==> src/acc_pkg.sv <==
// constants for the analog comparator control block
package acc_pkg;
  localparam logic [7:0] ACC_CTRL_STATUS_ADDR = 8'h50;
  localparam logic [7:0] ACC_IO_OFFSET = 8'h20;
  localparam logic [7:0] ACC_CTRL_STATUS_IO_ADDR = 8'h30;
  localparam logic [7:0] ACC_CONV_STATUS_B_ADDR = 8'h7B;
  localparam logic [7:0] ACC_PIN_DISABLE_ADDR = 8'h7F;
  localparam logic [7:0] ACC_CONV_STATUS_B_RESET = 8'h00;
  localparam logic [7:0] ACC_PIN_DISABLE_RESET = 8'h00;
  // comparator_ctrl_status fields
  localparam int ACC_BIT_POWER_OFF = 7;
  localparam int ACC_BIT_BANDGAP = 6;
  localparam int ACC_BIT_RESULT = 5;
  localparam int ACC_BIT_FLAG = 4;
  localparam int ACC_BIT_IRQ_EN = 3;
  localparam int ACC_BIT_CAPTURE = 2;
  localparam int ACC_MODE_MSB = 1;
  // converter_ctrl_status_b fields
  localparam int ACC_BIT_MUX_EN = 6;
  localparam int ACC_TRIG_MSB = 2;
  // pin disable fields
  localparam int ACC_BIT_POS_BUF_OFF = 0;
  localparam int ACC_BIT_NEG_BUF_OFF = 1;
  localparam int ACC_SYNC_STAGES = 2;
  typedef enum logic [1:0] {
    ACC_MODE_TOGGLE = 2'b00,
    ACC_MODE_RESERVED = 2'b01,
    ACC_MODE_FALL = 2'b10,
    ACC_MODE_RISE = 2'b11
  } acc_mode_t;
  typedef enum logic [2:0] {
    ACC_TRIG_FREE = 3'b000,
    ACC_TRIG_COMPARATOR = 3'b001,
    ACC_TRIG_EXT_INT0 = 3'b010,
    ACC_TRIG_T0_CMP_A = 3'b011,
    ACC_TRIG_T0_OVF = 3'b100,
    ACC_TRIG_T1_CMP_B = 3'b101,
    ACC_TRIG_T1_OVF = 3'b110,
    ACC_TRIG_T1_CAPTURE = 3'b111
  } acc_trig_t;
endpackage : acc_pkg

==> src/acc_control.sv <==
// analog comparator control: input select, result sync, event flag, trigger select
// Functional notes
// - mux enable with converter off routes ADC pin 0-7 to negative input.
// - result bit is comparator output through a 1-2 cycle synchroniser.
// - mode 00 toggle, 10 falling, 11 rising, 01 reserved.
// - flag set on selected event; cleared by vector taken or write one.
// - request only while flag, enable and global enable are all set.
// - power-off bit switches comparator off whenever written one.
// - bandgap select replaces positive input with reference.
// - capture enable routes result to timer capture front end.
// - trigger field picks auto-trigger source only while auto-trigger enabled.
// - conversion starts on rising edge of selected flag, not level.
// - switching from a cleared source to a set source counts as a rising edge.
// - switching to free running never produces a trigger.
// - buffer-off bits disable pin input buffer and force pin read zero.
// - control register at data offset 0x50 and I/O address 0x30.
`timescale 1ns/10ps
module acc_control (
  input wire logic clock,
  input wire logic rst_n,
  // data-space register port
  input wire logic [7:0] dataAddr,
  input wire logic dataWrite,
  input wire logic dataRead,
  input wire logic [7:0] dataWdata,
  // short I/O register port
  input wire logic [5:0] ioAddr,
  input wire logic ioWrite,
  input wire logic ioRead,
  input wire logic [7:0] ioWdata,
  output logic [7:0] readData,
  // analog and system side
  input wire logic compareRaw,
  input wire logic converterEnable,
  input wire logic autoTriggerEnable,
  input wire logic [2:0] channelSelect,
  input wire logic globalIrqEnable,
  input wire logic vectorTaken,
  input wire logic conversionDoneFlag,
  input wire logic extInt0Flag,
  input wire logic t0CompareAFlag,
  input wire logic t0OverflowFlag,
  input wire logic t1CompareBFlag,
  input wire logic t1OverflowFlag,
  input wire logic t1CaptureFlag,
  input wire logic positivePinRaw,
  input wire logic negativePinRaw,
  output logic compareIrq,
  output logic comparatorPowerOff,
  output logic bandgapPositiveSelect,
  output logic negativeFromMux,
  output logic [2:0] negativeMuxChannel,
  output logic captureInput,
  output logic captureRouteEnable,
  output logic autoTriggerStart,
  output logic positivePinBufferOn,
  output logic negativePinBufferOn,
  output logic positivePinRead,
  output logic negativePinRead
);
  logic powerOff_r;
  logic bandgap_r;
  logic eventFlag_r;
  logic irqEnable_r;
  logic captureEn_r;
  logic [1:0] eventMode_r;
  logic muxEnable_r;
  logic [2:0] trigSource_r;
  logic posBufOff_r;
  logic negBufOff_r;
  logic resultSync;
  logic resultPrev_r;
  logic trigLevel;
  logic trigLevelPrev_r;
  logic compareEvent;
  logic ctrlWrite;
  logic ctrlRead;
  logic [7:0] ctrlWdata;
  logic wrConvB;
  logic wrPinDis;
  logic rdConvB;
  logic rdPinDis;
  logic [7:0] ctrlValue;

  // both windows reach the same register; I/O address plus offset gives data address
  always_comb begin
    ctrlWrite = 1'b0;
    ctrlRead = 1'b0;
    ctrlWdata = dataWdata;
    wrConvB = 1'b0;
    wrPinDis = 1'b0;
    rdConvB = 1'b0;
    rdPinDis = 1'b0;
    if (ioWrite && ({2'b00, ioAddr} == acc_pkg::ACC_CTRL_STATUS_IO_ADDR)) begin
      ctrlWrite = 1'b1;
      ctrlWdata = ioWdata;
    end else if (dataWrite && dataAddr == acc_pkg::ACC_CTRL_STATUS_ADDR) begin
      ctrlWrite = 1'b1;
    end else if (dataWrite && dataAddr == acc_pkg::ACC_CONV_STATUS_B_ADDR) begin
      wrConvB = 1'b1;
    end else if (dataWrite && dataAddr == acc_pkg::ACC_PIN_DISABLE_ADDR) begin
      wrPinDis = 1'b1;
    end
    if (ioRead && ({2'b00, ioAddr} == acc_pkg::ACC_CTRL_STATUS_IO_ADDR)) begin
      ctrlRead = 1'b1;
    end else if (dataRead && dataAddr == acc_pkg::ACC_CTRL_STATUS_ADDR) begin
      ctrlRead = 1'b1;
    end else if (dataRead && dataAddr == acc_pkg::ACC_CONV_STATUS_B_ADDR) begin
      rdConvB = 1'b1;
    end else if (dataRead && dataAddr == acc_pkg::ACC_PIN_DISABLE_ADDR) begin
      rdPinDis = 1'b1;
    end
  end

  acc_sync #(.STAGES(acc_pkg::ACC_SYNC_STAGES)) resultSyncInst (
    .clock(clock),
    .rst_n(rst_n),
    .dIn(compareRaw),
    .dOut(resultSync)
  );

  // control bits of comparator_ctrl_status; result bit has no storage here
  always_ff @(posedge clock or negedge rst_n) begin
    if (!rst_n) begin
      powerOff_r <= 1'b0;
      bandgap_r <= 1'b0;
      irqEnable_r <= 1'b0;
      captureEn_r <= 1'b0;
      eventMode_r <= 2'b00;
    end else if (ctrlWrite) begin
      powerOff_r <= ctrlWdata[acc_pkg::ACC_BIT_POWER_OFF];
      bandgap_r <= ctrlWdata[acc_pkg::ACC_BIT_BANDGAP];
      irqEnable_r <= ctrlWdata[acc_pkg::ACC_BIT_IRQ_EN];
      captureEn_r <= ctrlWdata[acc_pkg::ACC_BIT_CAPTURE];
      eventMode_r <= ctrlWdata[acc_pkg::ACC_MODE_MSB -: 2];
    end
  end

  always_ff @(posedge clock or negedge rst_n) begin
    if (!rst_n) begin
      muxEnable_r <= acc_pkg::ACC_CONV_STATUS_B_RESET[acc_pkg::ACC_BIT_MUX_EN];
      trigSource_r <= acc_pkg::ACC_CONV_STATUS_B_RESET[acc_pkg::ACC_TRIG_MSB -: 3];
    end else if (wrConvB) begin
      muxEnable_r <= dataWdata[acc_pkg::ACC_BIT_MUX_EN];
      trigSource_r <= dataWdata[acc_pkg::ACC_TRIG_MSB -: 3];
    end
  end

  always_ff @(posedge clock or negedge rst_n) begin
    if (!rst_n) begin
      posBufOff_r <= acc_pkg::ACC_PIN_DISABLE_RESET[acc_pkg::ACC_BIT_POS_BUF_OFF];
      negBufOff_r <= acc_pkg::ACC_PIN_DISABLE_RESET[acc_pkg::ACC_BIT_NEG_BUF_OFF];
    end else if (wrPinDis) begin
      posBufOff_r <= dataWdata[acc_pkg::ACC_BIT_POS_BUF_OFF];
      negBufOff_r <= dataWdata[acc_pkg::ACC_BIT_NEG_BUF_OFF];
    end
  end

  // event detection on the synchronised result
  always_ff @(posedge clock or negedge rst_n) begin
    if (!rst_n) begin
      resultPrev_r <= 1'b0;
    end else begin
      resultPrev_r <= resultSync;
    end
  end

  // reserved mode raises no event
  always_comb begin
    case (acc_pkg::acc_mode_t'(eventMode_r))
      acc_pkg::ACC_MODE_TOGGLE: compareEvent = resultSync ^ resultPrev_r;
      acc_pkg::ACC_MODE_FALL: compareEvent = resultPrev_r & ~resultSync;
      acc_pkg::ACC_MODE_RISE: compareEvent = ~resultPrev_r & resultSync;
      default: compareEvent = 1'b0;
    endcase
  end

  // set wins over any clear in the same cycle
  always_ff @(posedge clock or negedge rst_n) begin
    if (!rst_n) begin
      eventFlag_r <= 1'b0;
    end else if (compareEvent) begin
      eventFlag_r <= 1'b1;
    end else if (vectorTaken || (ctrlWrite && ctrlWdata[acc_pkg::ACC_BIT_FLAG])) begin
      eventFlag_r <= 1'b0;
    end
  end

  // trigger level follows the selected source flag
  always_comb begin
    case (acc_pkg::acc_trig_t'(trigSource_r))
      acc_pkg::ACC_TRIG_FREE: trigLevel = 1'b0;
      acc_pkg::ACC_TRIG_COMPARATOR: trigLevel = eventFlag_r;
      acc_pkg::ACC_TRIG_EXT_INT0: trigLevel = extInt0Flag;
      acc_pkg::ACC_TRIG_T0_CMP_A: trigLevel = t0CompareAFlag;
      acc_pkg::ACC_TRIG_T0_OVF: trigLevel = t0OverflowFlag;
      acc_pkg::ACC_TRIG_T1_CMP_B: trigLevel = t1CompareBFlag;
      acc_pkg::ACC_TRIG_T1_OVF: trigLevel = t1OverflowFlag;
      default: trigLevel = t1CaptureFlag;
    endcase
  end

  // free running is retriggered by the converter itself, so its pulse stays low here
  always_ff @(posedge clock or negedge rst_n) begin
    if (!rst_n) begin
      trigLevelPrev_r <= 1'b0;
      autoTriggerStart <= 1'b0;
    end else begin
      trigLevelPrev_r <= trigLevel;
      autoTriggerStart <= autoTriggerEnable && converterEnable && trigLevel && !trigLevelPrev_r;
    end
  end

  // outputs toward analog, core and ports, all registered
  always_ff @(posedge clock or negedge rst_n) begin
    if (!rst_n) begin
      compareIrq <= 1'b0;
      comparatorPowerOff <= 1'b0;
      bandgapPositiveSelect <= 1'b0;
      negativeFromMux <= 1'b0;
      negativeMuxChannel <= 3'h0;
      captureInput <= 1'b0;
      captureRouteEnable <= 1'b0;
      positivePinBufferOn <= 1'b1;
      negativePinBufferOn <= 1'b1;
      positivePinRead <= 1'b0;
      negativePinRead <= 1'b0;
    end else begin
      compareIrq <= eventFlag_r && irqEnable_r && globalIrqEnable;
      comparatorPowerOff <= powerOff_r;
      bandgapPositiveSelect <= bandgap_r;
      negativeFromMux <= muxEnable_r && !converterEnable;
      negativeMuxChannel <= channelSelect;
      captureInput <= captureEn_r && resultSync;
      captureRouteEnable <= captureEn_r;
      positivePinBufferOn <= !posBufOff_r;
      negativePinBufferOn <= !negBufOff_r;
      positivePinRead <= positivePinRaw && !posBufOff_r;
      negativePinRead <= negativePinRaw && !negBufOff_r;
    end
  end

  // result bit taken live from the synchroniser, writes cannot reach it
  always_comb begin
    ctrlValue = {powerOff_r, bandgap_r, resultSync, eventFlag_r, irqEnable_r, captureEn_r, eventMode_r};
  end

  // read data held one cycle after the strobe; unmapped reads return zero
  always_ff @(posedge clock or negedge rst_n) begin
    if (!rst_n) begin
      readData <= 8'h00;
    end else if (ctrlRead) begin
      readData <= ctrlValue;
    end else if (rdConvB) begin
      readData <= {1'b0, muxEnable_r, 3'b000, trigSource_r};
    end else if (rdPinDis) begin
      readData <= {6'b000000, negBufOff_r, posBufOff_r};
    end else begin
      readData <= 8'h00;
    end
  end
endmodule : acc_control

==> src/acc_sync.sv <==
// two-stage level synchroniser
`timescale 1ns/10ps
module acc_sync #(
  parameter int STAGES = acc_pkg::ACC_SYNC_STAGES
) (
  input wire logic clock,
  input wire logic rst_n,
  input wire logic dIn,
  output logic dOut
);
  logic [STAGES-1:0] chain_r;
  always_ff @(posedge clock or negedge rst_n) begin
    if (!rst_n) begin
      chain_r <= '0;
    end else begin
      chain_r <= {chain_r[STAGES-2:0], dIn};
    end
  end
  assign dOut = chain_r[STAGES-1];
endmodule : acc_sync

==> config.mk <==
export PLATFORM = sky130hd
export DESIGN_NAME = acc_control
export DESIGN_NICKNAME = d
export VERILOG_FILES = /design/src/acc_pkg.sv /design/src/acc_control.sv /design/src/acc_sync.sv
export SDC_FILE = /design/constraint.sdc
export NUM_CORES = 1
export LEC_CHECK = 0
export BUFFER_PORTS_ARGS = -buffer_cell sky130_fd_sc_hd__buf_2
export CAP_MARGIN = 20
export CORE_MARGIN = 1.5
export CORE_UTILIZATION = 45
export CTS_CLUSTER_DIAMETER = 50
export DETAILED_ROUTE_END_ITERATION = 8
export GPL_ROUTABILITY_DRIVEN = 0
export HOLD_SLACK_MARGIN = 0.15
export PLACE_DENSITY = 0.77
export SLEW_MARGIN = 20
export SYNTH_ARGS = -nofsm -noshare
export SYNTH_HDL_FRONTEND = slang
export SYNTH_SLANG_ARGS = --single-unit
==> constraint.sdc <==
create_clock -name clock -period 1.94 [get_ports clock]
set_clock_uncertainty 0.15 [all_clocks]
set_input_delay 0.194 -clock clock [delete_from_list [all_inputs] [get_ports clock]]
set_output_delay 0.194 -clock clock [all_outputs]
set_load 0.02 [all_outputs]
After elaboration in Yosys (flattened, before gate mapping)
Index checks and enable logic that the tools add are counted.
{ "totals": {"register_bits": 39, "in_bits": 53, "output_inout_bits": 22, "word_cells": 95} }
{ "classes": {"n_eq_ne": 12, "n_mux": 26, "n_bitwise": 5, "n_reduce_logical": 26} }
{ "ops": {"columns": ["operator", "n"], "rows": [
  ["$eq 8x7->1 const B", 3],
  ["$mux 1", 20],
  ["$logic_and 1x1->1", 18],
  ["$mux 8", 2],
  ["$eq 3x3->1 const B", 3],
  ["$mux 7", 1],
  ["$pmux 1 s7", 1],
  ["$eq 3x2->1 const B", 2],
  ["$eq 6x6->1 const B", 1],
  ["$eq 2x2->1 const B", 2],
  ["$logic_not 1->1", 4],
  ["$eq 3x1->1 const B", 1],
  ["$logic_not 3->1", 1],
  ["$pmux 1 s3", 1],
  ["$and 1x1->1", 2],
  ["$logic_not 2->1", 1],
  ["$mux 2", 1],
  ["$not 1->1", 2],
  ["$reduce_bool 2->1", 1],
  ["$logic_or 1x1->1", 1],
  ["$xor 1x1->1", 1]
]} }

Depth between registers and ports, before layout
{ "depth": {"ltp_word": 9, "depth_mapped": 6, "depth_no_buf": 6} }

Modules after synthesis
A second synthesis with hierarchy kept.
{ "hier_totals": {"cells_unflattened": 122, "area_unflattened_um2": 1620.3} }
{ "modules_own_cells": {"columns": ["module", "instances", "cells_per_inst", "area_each_um2", "seq_area_each_um2"], "rows": [
  ["acc_control", 1, 120, 1570.3, 928.4],
  ["acc_sync", 1, 2, 50.0, 50.0]
]} }

Worst setup path before layout
Ideal clock, no wire load.
{ "synth_timing": {"kind": "input to register", "from": "input port ioAddr[1]", "to": "register muxEnable_r", "setup_time_ps": 125, "t_arrival_ps": 1563, "t_required_ps": 1665, "slack_ps": 102, "stages": 5, "n_path_buf": 1, "cell_sequence": "or4_1 -> or2_0 -> clkbuf_2 -> and3b_4 -> mux2_4"} }
{ "synth_via": {"elab_chain_cells": 3} }
{ "synth_rtl": {"columns": ["item", "line", "rtl"], "rows": [
  ["from (decl)", "acc_control.sv:27", "input wire logic [5:0] ioAddr,"],
  ["$eq 6x6->1", "acc_control.sv:94", "if (ioWrite && ({2'b00, ioAddr} == acc_pkg::ACC_CTRL_STATUS_IO_ADDR)) begin"],
  ["$logic_and 1x1->1", "acc_control.sv:94", null],
  ["$mux 1", "acc_control.sv:94", null],
  ["to (signal assigned)", "acc_control.sv:141", "muxEnable_r <= acc_pkg::ACC_CONV_STATUS_B_RESET[acc_pkg::ACC_BIT_MUX_EN];"],
  ["to (signal assigned)", "acc_control.sv:144", "muxEnable_r <= dataWdata[acc_pkg::ACC_BIT_MUX_EN];"],
  ["to (decl)", "acc_control.sv:67", "logic muxEnable_r;"]
]} }
No other way between the ends.
A chain may end at the register's enable or synchronous reset.

Worst setup path after layout
{ "layout_timing": {"from": "input port dataAddr[5]", "to": "register captureEn_r"} }
{ "layout_via": {"elab_chain_cells": 4} }
{ "layout_rtl": {"columns": ["item", "line", "rtl"], "rows": [
  ["from (decl)", "acc_control.sv:22", "input wire logic [7:0] dataAddr,"],
  ["$eq 8x7->1", "acc_control.sv:97", "end else if (dataWrite && dataAddr == acc_pkg::ACC_CTRL_STATUS_ADDR) begin"],
  ["$logic_and 1x1->1", "acc_control.sv:97", null],
  ["$mux 1", "acc_control.sv:97", null],
  ["$mux 1", "acc_control.sv:94", null],
  ["to (signal assigned)", "acc_control.sv:134", "captureEn_r <= ctrlWdata[acc_pkg::ACC_BIT_CAPTURE];"],
  ["to (decl)", "acc_control.sv:65", "logic captureEn_r;"]
]} }
No other way between the ends.

==> flow_summary.toml <==
[clocking]
ctsHtreeMaxLevel = 2
cts_buffers = 5
cts_resized = 0
clock-sinks = 39
root_buffer = "clkbuf_4"
clk_pin_slew_ns = 0.10
tritoncts = "done"
clk_latency_ns = 0.33
clockBufferDepth = 2

[floorplanning]
die_h_um = 63.0
rows = 21
coreArea_mm2 = 0.00339
die_area_mm2 = 0.00397
die_w_um = 63.0
io_pins = 75
initial_core_util_pct = 47.8

[critical_path]
crit_fanout = 5
r2r-start = "trigSource_r[0]"
reg2reg_slack_ns = 0.33
crit_type = "in -> reg"
endpoint_kind = "register"
r2r-end = "autoTriggerStart"
crit_arrival_ns = 1.68
ff2ff_path_depth = 3
crit_path_start_kind = "input port"
cp.required_ns = 2.00

[sta]
fin_crit_ns = 1.61
hold_viol = 0
rsz0062_at_grt = "false"
setup_violations = 0
tightest_slew_ns = 0.796
slew_headroom_pct = 46.9
finalCritPeriodShare_pct = 83.1
setup_ws_ns = 0.328
fmax_ghz = 0.620
final.setup.tns_ns = 0
drv_slew = 0

[synth]
yosysWarnings = 0
ys_types = 34
yosysSeqAreaShare_pct = 60.4
synth-edff-count = 0
netlist_area_mm2 = 0.00162
synthArstFlopShare_pct = 100
synth.avg_cell_area_um2 = 13.3
synthFlopType = "dfrtp_1"
postSynthCellCount = 122
synth_nets = 177
ys_ff_latch = 39

[power_and_ir_drop]
p_switching_uw = 407
power.leakage_uw = 0.00123
sw_frac_of_total_pct = 25.2
power_frac_comb_pct = 17.2
vdd_drop_max_uv = 465
pwr-share-clk_pct = 25.0
finalPower_uw = 1620
seq_power_share_pct = 57.8
p_int_uw = 1210
powerDensity_mw_per_mm2 = 671

[global_routing]
grt_max_degree = 40
antenna_found_initial = 0
grtUsageTotal_pct = 19.3
grt_pass1_vias = 1319
grt_pass1_wl_um = 5800
overflow = 0

[finish]
postLayoutCoreUtil_pct = 71.1
seq_area_um2 = 978
final_common_cell = "buf_2"
n_antenna_cell = 0
multi_input_area_um2 = 603
final_net_count = 287
drive_gt1_share_pct = 45.5
mostFrequentLayoutCells = "71 x buf_2, 37 x dfrtp_1, 25 x dlygate4sd3_1, 11 x nor2_1, 10 x nor2b_1"
syn_to_final_growth_pct = 48.8
instances_no_fill = 279
fillCellCount = 249

[route]
dr.pass1.iters = 4
route.detailed.drc = 0
drt_iter0_markers = 39
vias_per_cell = 4.80
num_vias = 1340
wire_per_inst_um = 12.5
postRouteAntennaNets = 0
drt_wl_total_um = 3490

[placement]
place_inst = 241
dp_slack_ns = 0.0184
port_buffers = 71

[min_path]
min_from = "t0OverflowFlag"
whs_endpoint = "trigLevelPrev_r"
whs_path_depth = 3
min-delay-path-class = "in -> reg"

[run_status]
status = "completed"

[flow_run]
drv_cap = 0
layer usage:
metal | up-vias | global-route usage [%] | part of all wire, %
met5 | - | 0 | 0
met4 | 0 | 9.44 | 2.2
met3 | 10 | 4.32 | 7.6
met2 | 68 | 32.6 | 51
met1 | 611 | 23.4 | 39
li1 | 651 | - | -
cell type report:
cell class / count / share of cell area (%)
flip-flops and latches: 39 / 40.6
repair buffers: 106 / 28.7
multi-input cells: 75 / 25.0
well taps: 46 / 2.39
clock buffers: 7 / 2.28
inverters: 5 / 0.778
clock inverters: 1 / 0.208
sequential cells by signal, summed over array words and instances, names as in the netlist, 2 cells and up:
| signal | count |
|---|---|
| eventMode_r | 2 |
| negativeMuxChannel | 3 |
| readData | 8 |
| resultSyncInst.chain_r | 2 |
| trigSource_r | 3 |
cells by family (layout without fill, tap and decap cells):
family	Yosys count	count (layout)	share of synthesized area, %
DFF	39	39	60.4
adders and majority gates	2	2	1.54
and+or+nand+nor	40	40	15.8
muxes	20	20	14.8
buffers and inverters	8	119	2.39
AOI/OAI and AO/OA	13	13	5.10
power by group through the flow:
stage / Sequential (uW) / Combinational [uW] / Clock, uW
final: 935 / 278 / 404
after global routing: 944 / 309 / 458
after CTS: 933 / 285 / 424
after detailed placement: 949 / 239 / 0
after global placement: 946 / 229 / 0
after floorplan: 973 / 90.3 / 0
cells in the mapped netlist (2+ instances only):
cell	number	area (um2)
a21oi_1	7	35.0
and4_1	2	17.5
nor3b_1	2	15.0
ha_1	2	25.0
nor2b_1	10	62.6
nor2_1	11	41.3
dfrtp_1	37	926
mux2_2	6	67.6
nand3_1	3	15.0
dfstp_2	2	52.6
mux2_4	4	60.1
mux2i_1	9	90.1
o21ai_0	2	10.0
inv_1	5	18.8
worst max path at each step:
stage / start / to / slack, ns
floorplan: ioAddr[1] / muxEnable_r / 0.10
global placement: ioAddr[1] / trigSource_r[1] / 0.04
detailed placement: ioAddr[1] / trigSource_r[1] / 0.02
CTS: dataAddr[1] / bandgap_r / 0.01
global route: trigSource_r[0] / autoTriggerStart / 0.24
finish: dataAddr[5] / captureEn_r / 0.33
what timing repair did:
item | 4_1_cts | 5_1_grt
buffers inserted | 0 | 5
endpoints found under the setup margin | 0 | 1
hold endpoints to repair | 59 | 0
hold buffers | 26 | 0
stage by stage:
stage | hold slack [ns] | cell area [um2]
finish | 0.174 | 2410
global placement | 0.153 | 2060
detailed placement | 0.155 | 2060
global route | 0.186 | 2410
floorplan | -0.252 | 1620
CTS | 0.159 | 2380
critical path, cell delays in order:
cell     delay (ns)
buf_2          0.10
or4_4          0.55
nor3_4         0.23
buf_12         0.14
buf_4          0.10
buf_4          0.09
mux2i_1        0.18
a21oi_1        0.08
Note: power is estimated with default switching activity, not from simulation.
